File: src/hdl/twrpc_consts.vh
/*
 Constants for the write reply parity checker: widths, timing figures
 in their own units and derived cycle counts at the 25 MHz clock.
 Assumes inclusion by bare name from the checker files.
*/
`ifndef TWRPC_CONSTS_VH
`define TWRPC_CONSTS_VH

// Tape line layout: six data bits plus parity in bit 6
`define TWRPC_LINE_W        7
`define TWRPC_PAR_BIT       6
`define TWRPC_CHAR_W        6
`define TWRPC_UNITS         4
`define TWRPC_SEL_W         2

// Clock rate in kHz, times in ns
`define TWRPC_CLK_KHZ       25000
`define TWRPC_PERIOD_NS     26000
`define TWRPC_PULSE_NS      1000
`define TWRPC_SKEW_NS       13000

// Least times round up, longest round down
`define TWRPC_PERIOD_CYC    ((`TWRPC_PERIOD_NS * `TWRPC_CLK_KHZ) / 1000000)
`define TWRPC_PULSE_CYC     ((`TWRPC_PULSE_NS * `TWRPC_CLK_KHZ + 999999) / 1000000)
`define TWRPC_SKEW_CYC      ((`TWRPC_SKEW_NS * `TWRPC_CLK_KHZ + 999999) / 1000000)
`define TWRPC_CNT_W         10

`endif

File: src/hdl/twrpc_arrival.v
/*
 Line arrival detector for one tape unit's read channels.
 Assumes read amplifier outputs are synchronous to clk and
 return to zero between lines.
*/
`timescale 1ns/1ps
`include "twrpc_consts.vh"

module twrpc_arrival (
	// Clock and reset
	input  wire                     clk,
	input  wire                     rst_n,
	// Read amplifier bits
	input  wire [`TWRPC_LINE_W-1:0] bits,
	// First bit of a line seen
	output reg                      first_q
);

	reg  any_q;
	wire any_d;

	assign any_d = |bits;

	always @(posedge clk or negedge rst_n) begin
		if (!rst_n) begin
			any_q   <= 1'b0;
			first_q <= 1'b0;
		end else begin
			any_q   <= any_d;
			first_q <= any_d & ~any_q;
		end
	end

endmodule // twrpc_arrival

File: src/hdl/twrpc_check.v
/*
 Write reply parity checker: captures read-back lines from the
 selected tape unit, times the checking sequence and latches errors.
 Assumes unit select and format are steady while writing and the
 computer clears the error flag with err_clr.
*/
`timescale 1ns/1ps
`include "twrpc_consts.vh"

// Overview of operation
// - OR seven bits to detect line start
// - One arrival detector per tape unit
// - Load selected unit into reply register
// - Start 26 us sequence, 1 us pulses
// - Hold off check for skew interval
// - Binary: total ones must be odd
// - Coded: total ones must be even
module twrpc_check (
	// Clock and reset
	input  wire                                     clk,
	input  wire                                     rst_n,
	// Read amplifiers, all units packed
	input  wire [`TWRPC_UNITS*`TWRPC_LINE_W-1:0]    rd_bits,
	// Stored write selection
	input  wire [`TWRPC_SEL_W-1:0]                  unit_sel,
	input  wire                                     coded_fmt,
	input  wire                                     reply_en,
	// Error sense
	input  wire                                     err_clr,
	output reg                                      parity_err_q,
	// Sequence status
	output reg                                      busy_q,
	output reg                                      check_pulse_q,
	output reg  [`TWRPC_LINE_W-1:0]                 reply_line_register_q
);

	localparam [2:0] ST_IDLE  = 3'h1;
	localparam [2:0] ST_SKEW  = 3'h2;
	localparam [2:0] ST_CHECK = 3'h4;

	// Counts worked out at full width, then cut to the counter
	localparam integer PERIOD_N = `TWRPC_PERIOD_CYC - 1;
	localparam integer SKEW_N   = `TWRPC_SKEW_CYC - 1;
	localparam integer PULSE_N  = `TWRPC_SKEW_CYC + `TWRPC_PULSE_CYC - 1;

	localparam [`TWRPC_CNT_W-1:0]  PERIOD_LAST = PERIOD_N[`TWRPC_CNT_W-1:0];
	localparam [`TWRPC_CNT_W-1:0]  SKEW_LAST   = SKEW_N[`TWRPC_CNT_W-1:0];
	localparam [`TWRPC_CNT_W-1:0]  PULSE_LAST  = PULSE_N[`TWRPC_CNT_W-1:0];
	localparam [`TWRPC_CNT_W-1:0]  CNT_ZERO    = {`TWRPC_CNT_W{1'b0}};
	localparam [`TWRPC_CNT_W-1:0]  CNT_ONE     = {{(`TWRPC_CNT_W-1){1'b0}}, 1'b1};
	localparam [`TWRPC_LINE_W-1:0] LINE_ZERO   = {`TWRPC_LINE_W{1'b0}};

	wire [`TWRPC_UNITS-1:0]  first;
	reg  [`TWRPC_LINE_W-1:0] sel_bits;
	reg                      sel_first;
	reg  [2:0]               state_q;
	reg  [2:0]               state_d;
	reg  [`TWRPC_CNT_W-1:0]  cnt_q;
	reg  [`TWRPC_CNT_W-1:0]  cnt_d;
	reg                      busy_d;
	reg                      check_pulse_d;
	reg                      parity_err_d;
	reg  [`TWRPC_LINE_W-1:0] reply_line_register_d;
	wire                     ones_odd;
	wire                     bad;
	wire                     chk;
	wire                     pulse_end;

	genvar u;
	generate
		for (u = 0; u < `TWRPC_UNITS; u = u + 1) begin : g_unit
			twrpc_arrival twrpc_arrival_i (
				.clk     (clk),
				.rst_n   (rst_n),
				.bits    (rd_bits[u*`TWRPC_LINE_W +: `TWRPC_LINE_W]),
				.first_q (first[u])
			);
		end
	endgenerate

	always @* begin
		sel_bits  = rd_bits[unit_sel*`TWRPC_LINE_W +: `TWRPC_LINE_W];
		sel_first = first[unit_sel] & reply_en;
	end

	assign ones_odd = ^reply_line_register_q;
	assign bad = coded_fmt ? ones_odd : ~ones_odd;

	assign chk = (state_q == ST_SKEW) && (cnt_q == SKEW_LAST);
	assign pulse_end = (state_q == ST_CHECK) && (cnt_q == PULSE_LAST);

	// Next state
	always @* begin
		state_d = state_q;
		case (state_q)
			ST_IDLE: begin
				if (sel_first) begin
					state_d = ST_SKEW;
				end
			end
			ST_SKEW: begin
				if (chk) begin
					state_d = ST_CHECK;
				end
			end
			ST_CHECK: begin
				if (cnt_q == PERIOD_LAST) begin
					state_d = ST_IDLE;
				end
			end
			default: begin
				state_d = ST_IDLE;
			end
		endcase
	end

	always @* begin
		if (state_q == ST_IDLE) begin
			cnt_d = CNT_ZERO;
		end else begin
			cnt_d = cnt_q + CNT_ONE;
		end
	end

	always @* begin
		busy_d = (state_d != ST_IDLE);
	end

	// load, then gather late bits
	// Gathering stops at the check so the register holds the judged line
	always @* begin
		reply_line_register_d = reply_line_register_q;
		if ((state_q == ST_IDLE) && sel_first) begin
			reply_line_register_d = sel_bits;
		end else if ((state_q == ST_SKEW) && !chk) begin
			reply_line_register_d = reply_line_register_q | sel_bits;
		end
	end

	always @* begin
		check_pulse_d = check_pulse_q;
		if (chk) begin
			check_pulse_d = 1'b1;
		end else if (pulse_end) begin
			check_pulse_d = 1'b0;
		end
	end

	// sticky error
	// Set wins over clear so no error is lost
	always @* begin
		parity_err_d = parity_err_q;
		if (chk && bad) begin
			parity_err_d = 1'b1;
		end else if (err_clr) begin
			parity_err_d = 1'b0;
		end
	end

	// Sequence state
	always @(posedge clk or negedge rst_n) begin
		if (!rst_n) begin
			state_q <= ST_IDLE;
		end else begin
			state_q <= state_d;
		end
	end

	// Period counter
	always @(posedge clk or negedge rst_n) begin
		if (!rst_n) begin
			cnt_q <= CNT_ZERO;
		end else begin
			cnt_q <= cnt_d;
		end
	end

	// Busy status
	always @(posedge clk or negedge rst_n) begin
		if (!rst_n) begin
			busy_q <= 1'b0;
		end else begin
			busy_q <= busy_d;
		end
	end

	// Reply register
	always @(posedge clk or negedge rst_n) begin
		if (!rst_n) begin
			reply_line_register_q <= LINE_ZERO;
		end else begin
			reply_line_register_q <= reply_line_register_d;
		end
	end

	// Check pulse
	always @(posedge clk or negedge rst_n) begin
		if (!rst_n) begin
			check_pulse_q <= 1'b0;
		end else begin
			check_pulse_q <= check_pulse_d;
		end
	end

	// Error flag
	always @(posedge clk or negedge rst_n) begin
		if (!rst_n) begin
			parity_err_q <= 1'b0;
		end else begin
			parity_err_q <= parity_err_d;
		end
	end

endmodule // twrpc_check

File: config.mk
export PLATFORM = sky130hd
export DESIGN_NAME = twrpc_check
export DESIGN_NICKNAME = d
export VERILOG_FILES = /design/src/hdl/twrpc_arrival.v /design/src/hdl/twrpc_check.v
export VERILOG_INCLUDE_DIRS = /design/src /design/src/hdl
export SDC_FILE = /design/constraint.sdc
export NUM_CORES = 1
export LEC_CHECK = 0
export BUFFER_PORTS_ARGS = -buffer_cell sky130_fd_sc_hd__buf_2
export CORE_MARGIN = 2
export CORE_UTILIZATION = 30
export CTS_CLUSTER_SIZE = 24
export DETAILED_ROUTE_END_ITERATION = 16
export GPL_TIMING_DRIVEN = 0
export PLACE_DENSITY = 0.61
export SLEW_MARGIN = 15
export SYNTH_ARGS = -nofsm -noshare
export SYNTH_HDL_FRONTEND = slang
export SYNTH_SLANG_ARGS = --single-unit
File: constraint.sdc
create_clock -name clk -period 2.3 [get_ports clk]
set_clock_uncertainty 0.2 [all_clocks]
set_input_delay 0 -clock clk [delete_from_list [all_inputs] [get_ports clk]]
set_output_delay 0 -clock clk [all_outputs]
set_load 0.005 [all_outputs]
======== Word-level counts from Yosys, hierarchy flattened ========
Index checks and enable logic that the tools add are counted.
word-level totals
  register bits ........................... 31
  input bits .............................. 35
  output and inout bits ................... 10
  logic and storage cells ................. 64
operators by class
  $add $sub $neg .......................... 1
  $mul .................................... 1
  order comparisons ....................... 1
  eq/ne operators ......................... 7
  shift operators ......................... 1
  mux-type cells .......................... 14
  bitwise gates (word level) .............. 11
  reduce and logical (&&, ||, !) cells .... 14
operator list
  operator                 number
  $reduce_or A7 Y1         4
  $shiftx A28 B6 Y7        1
  $eq A10 B9 Y1 const B    2
  $mux W7                  2
  $add A10 B1 Y10 const B  1
  $eq A10 B10 Y1 const B   1
  $mux W10                 1
  $mux W3                  3
  $pmux W3 S3              1
  $or A7 B7 Y7             1
  $reduce_xor A7 Y1        1
  $mux W1                  6
  $reduce_bool A2 Y1       3
  $and A1 B1 Y1            5
  $logic_and A1 B1 Y1      5
  $mul A2 B3 Y5 const B    1
  $not A1 Y1               5
  $eq A3 B1 Y1 const B     1
  $eq A3 B2 Y1 const B     1
  $eq A3 B3 Y1 const B     1
  $lt A2 B3 Y1 const B     1
  $ne A3 B1 Y1 const B     1
  $bmux W1 S2              1
  $logic_not A1 Y1         1

======== Depth between registers and ports, before layout ========
  depth after elaboration ................. 6
  gate-level depth with buffers ........... 6
  mapped depth without buffers ............ 6

======== Cells and area by module ========
Synthesis repeated with hierarchy kept, for this count alone.
second synthesis, totals
  cell total of the unflattened synthesis .. 147
  area total of the unflattened synthesis .. 1646.6 µm²
modules (own cells, without submodules)
  module         instances  cells each  area an instance (µm²)  seq. area each (µm²)
  twrpc_check    1          123         1341.3                  576.8
  twrpc_arrival  4          6           76.3                    50.0

======== Least setup slack after synthesis ========
No wires, ideal clock.
  path type ............................... register -> register
  start ................................... reg cnt_q[6]
  end ..................................... reg busy_q
  setup time .............................. 130 ps
  data arrival time ....................... 1684 ps
  required time ........................... 1970 ps
  slack ................................... 286 ps
  stages on the path, launching flop included .. 5
  buffers on the path ..................... 0
  clock period less this slack ............ 2014 ps
  cell sequence ........................... dfrtp_1 > or4b_1 > or4_4 > a221oi_2 > a21oi_1
on the way
  cells in the longest elaborated chain, start to end .. 5
  elaborated cells between the ends (all ways) .. 7
  classes of those cells .................. eq/ne: 3; mux: 3; reduce/logical: 1
RTL lines
  item                    RTL line           text
  from (decl)             twrpc_check.v:58   reg [`TWRPC_CNT_W-1:0] cnt_q;
  from (signal assigned)  twrpc_check.v:174  cnt_q <= cnt_d;
  $eq A10 B9 Y1           twrpc_check.v:89   assign chk = (state_q == ST_SKEW) && (cnt_q == SKEW_LAST);
  $logic_and A1 B1 Y1     twrpc_check.v:89
  $mux W3                 twrpc_check.v:102  if (chk) begin
  $pmux W3 S3 (*)         twrpc_check.v:95   case (state_q)
  $ne A3 B1 Y1 (*)        twrpc_check.v:126  busy_d = (state_d != ST_IDLE);
  named net busy_d        twrpc_check.v:60   reg busy_d;
  to (signal assigned)    twrpc_check.v:183  busy_q <= busy_d;
  to (decl)               twrpc_check.v:32   output reg busy_q,
Mark *: on every way through the listed nets, which the timed path passes. The rest lies on a longest branch.
A chain may end at the register's enable or synchronous reset.

======== Worst setup path in the final report ========
Ends and elaborated chain as after synthesis.

==> flow_metrics.py <==
metrics = {
    "sta": {
        "hold_ws_ns": 0.00898,
        "setup_viol": 0,
        "worst_pin_slew_ns": 0.680,
        "slew_violations": 0,
        "fin_crit_sh": 0.926,
        "fin_crit_ns": 2.13,
        "setup_ws_ns": 0.170,
        "final_hold_viol_count": 0,
        "slew_headroom": 0.547,
        "rsz0062_at_grt": "no",
        "fin_tns_setup_ns": 0,
        "max_freq_mhz": 469,
    },
    "logic_synthesis": {
        "synth_compound_area_frac": 0.0834,
        "synth-main-ff-cell": "dfrtp_1",
        "synth_edf_count": 0,
        "synth_cells": 144,
        "synth_top_cell_by_area": "dfrtp_1",
        "yosys.area_share.xor_xnor": 0.0818,
        "synthArstFlopShare": 1.00,
        "synth_top_area_frac": 0.468,
        "synth_most_common_cell": "dfrtp_1",
        "synth_nets": 182,
        "ys_top_cells_by_count": "dfrtp_1, inv_1, nand2_1",
        "synth_area_mm2": 0.00161,
        "synth_area_per_cell_um2": 11.1,
        "synth_fa_ha_area_frac": 0.0234,
        "synth_top_family_by_area": "simple AND/OR/NAND/NOR gates",
        "ys_ff_latch": 31,
        "synth_mux_area_frac": 0.111,
        "synth_warnings": 0,
        "ys_types": 36,
        "synth.area.top_cells": "dfrtp_1, mux4_2, xor2_1",
        "yosysSeqAreaShare": 0.484,
        "synth-simple-area-share": 0.180,
    },
    "placement": {
        "dp_hpwl_mm": 2.65,
        "port_buffers": 42,
        "pre_cts_ws_ns": 0.193,
        "gp_congestion": 0.833,
    },
    "clocking": {
        "cts.sinks": 31,
        "clk_latency_ns": 0.28,
        "cts_made_buffers": 5,
        "clkTransAtPathRegs_ns": 0.06,
        "post_cts_resized": 0,
        "cts_setup_buffers": 0,
        "root_buffer": "clkbuf_8",
        "cts_buffer_depth": 2,
        "cts_max_level": 2,
        "cts_tree": "built",
    },
    "power_and_ir_drop": {
        "pwr-share-seq": 0.461,
        "pwr-share-clk": 0.361,
        "p_leak_nw": 1.01,
        "internal_power_mw": 0.984,
        "combPwrFrac": 0.178,
        "p_sw_frac": 0.239,
        "switchingPower_mw": 0.309,
        "power_density_mw_per_mm2": 574,
        "ir_drop_mv": 0.258,
    },
    "route": {
        "dr.pass1.iters": 4,
        "vias_per_cell": 4.69,
        "wl_per_cell_um": 13.0,
        "remaining_drc_errors": 0,
        "drt_iter0_markers": 57,
        "antenna_left": 0,
        "wl_mm": 3.76,
        "vias": 1356,
    },
    "grt": {
        "grt_pass1_vias": 1362,
        "gr-total-overflow": 0,
        "grt_max_degree": 32,
        "grt_pass1_wl_mm": 6.46,
        "antenna_found_initial": 0,
        "grtUsageTotal": 0.138,
    },
    "die": {
        "die_h_um": 77.2,
        "ios": 45,
        "fp-row-count": 26,
        "start_util": 0.312,
        "die_area_mm2": 0.00595,
        "die_w_um": 77.2,
        "coreArea_mm2": 0.00514,
    },
    "flow_run": {
        "cap_violations": 0,
    },
    "final_layout": {
        "num-fill-cells": 521,
        "n_antenna_cell": 0,
        "final_core_util": 0.438,
        "nNetsFinal": 256,
        "drive_gt1_frac": 0.288,
        "multiInputGateArea_um2": 769,
        "area_growth_pct": 40.4,
        "regArea_um2": 777,
    },
    "worst_setup_path": {
        "start_kind": "register",
        "crit_path_end_kind": "register",
        "crit_slowest_cell": "or4b_1",
        "critPathMaxFanout": 6,
        "crit_buf_inv": 0,
        "crit_chain": "or4b_1, or4_4, a221oi_2, a21oi_1",
        "criticalPathCategory": "reg -> reg",
        "arrival_ns": 2.09,
        "cpPeakStageDelay_ns": 0.53,
        "cp.required_ns": 2.26,
        "path_delay_family": "simple AND/OR/NAND/NOR gates",
    },
    "status": {
        "outcome": "complete, no violations",
    },
    "hold_path": {
        "hold_class": "in -> reg",
    },
}
## tightest hold or removal path: stages
cell       delay, ns
buf_2           0.09
mux4_2          0.22
inv_1           0.04
o2bb2ai_1       0.10
## per-layer routing
layer  share of wire  global-route usage
met1            0.45               0.171
met5               0                   0
met3           0.043              0.0400
met2            0.47               0.216
met4           0.035              0.0732
## cells by family after synthesis
group | after synthesis
AND/OR/NAND/NOR | 53
flip-flops | 31
AO/OA/AOI/OAI | 18
XOR/XNOR | 15
buffers and inverters | 15
multiplexers | 9
adder cells (fa/ha/maj) | 3
## cell type report
| type | instances | share of cell area |
|---|---|---|
| Sequential cell | 31 | 0.345 |
| Multi-Input combinational cell | 98 | 0.341 |
| Timing Repair Buffer | 67 | 0.204 |
| Clock buffer | 8 | 0.0444 |
| Tap cell | 70 | 0.0389 |
| Inverter | 12 | 0.0200 |
| Buffer | 3 | 0.00611 |
## placed cells by master, fill, tap and decap left out, types with 2 or more instances in the layout
cell and instances:
clkbuf_8 7, mux4_2 7, nand4_1 3, ha_1 3
dfrtp_1 30, nor3_1 4, o22ai_1 2, inv_1 12
nand3_1 5, buf_2 44, nor2_1 10, xnor2_1 7
nor2b_1 3, xor2_1 8, a21oi_1 5, nand2_1 11
mux2i_1 2, nor4_1 4, clkbuf_1 2, o2bb2ai_1 7
and3_1 2, dlygate4sd3_1 25
## repair_timing
| item | CTS | global route |
|---|---|---|
| hold buffers | 24 | 2 |
| hold endpoints to repair | 42 | 1 |
| setup endpoints to repair | 0 | 1 |
## path summary, 6_finish.rpt
kind / from / to / slack [ns] / depth (start not counted)
max: cnt_q[6] / busy_q / 0.17 / 4
min: rd_bits[0] / reply_line_register_q[0] / 0.009 / 4
max reg2reg: cnt_q[6] / busy_q / 0.17 / 4
min reg2reg: g_unit[3].twrpc_arrival_i.any_q / g_unit[3].twrpc_arrival_i.first_q / 0.20 / 1
max in group asynchronous: rst_n / check_pulse_q / 1.37 / 2
min in group asynchronous: rst_n / cnt_q[3] / 0.09 / 2
## power groups by stage
stage | clock, mW | combinational (mW) | sequential (mW)
floorplan | 0 | 0.125 | 0.603
global placement | 0 | 0.207 | 0.605
detailed placement | 0 | 0.208 | 0.605
CTS | 0.483 | 0.233 | 0.596
global route | 0.513 | 0.255 | 0.599
finish | 0.467 | 0.230 | 0.595
## state kept, by name, summed over array words and instances (netlist names)
| signal | cells |
|---|---|
| g_unit.twrpc_arrival_i.first_q | 4 |
| busy_q | 1 |
| reply_line_register_q | 7 |
| cnt_q | 10 |
| state_q | 3 |
| check_pulse_q | 1 |
| g_unit.twrpc_arrival_i.any_q | 4 |
| parity_err_q | 1 |
## through the flow
| stage | power, mW | cells | area, um2 |
|---|---|---|---|
| after global routing | 1.37 | 289 | 2250 |
| final | 1.29 | 289 | 2250 |
| after CTS | 1.31 | 288 | 2240 |
| after global placement | 0.813 | 256 | 1900 |
| after detailed placement | 0.813 | 256 | 1900 |
| after floorplan | 0.728 | 144 | 1610 |
No activity file was read; power rests on OpenSTA's default activity.
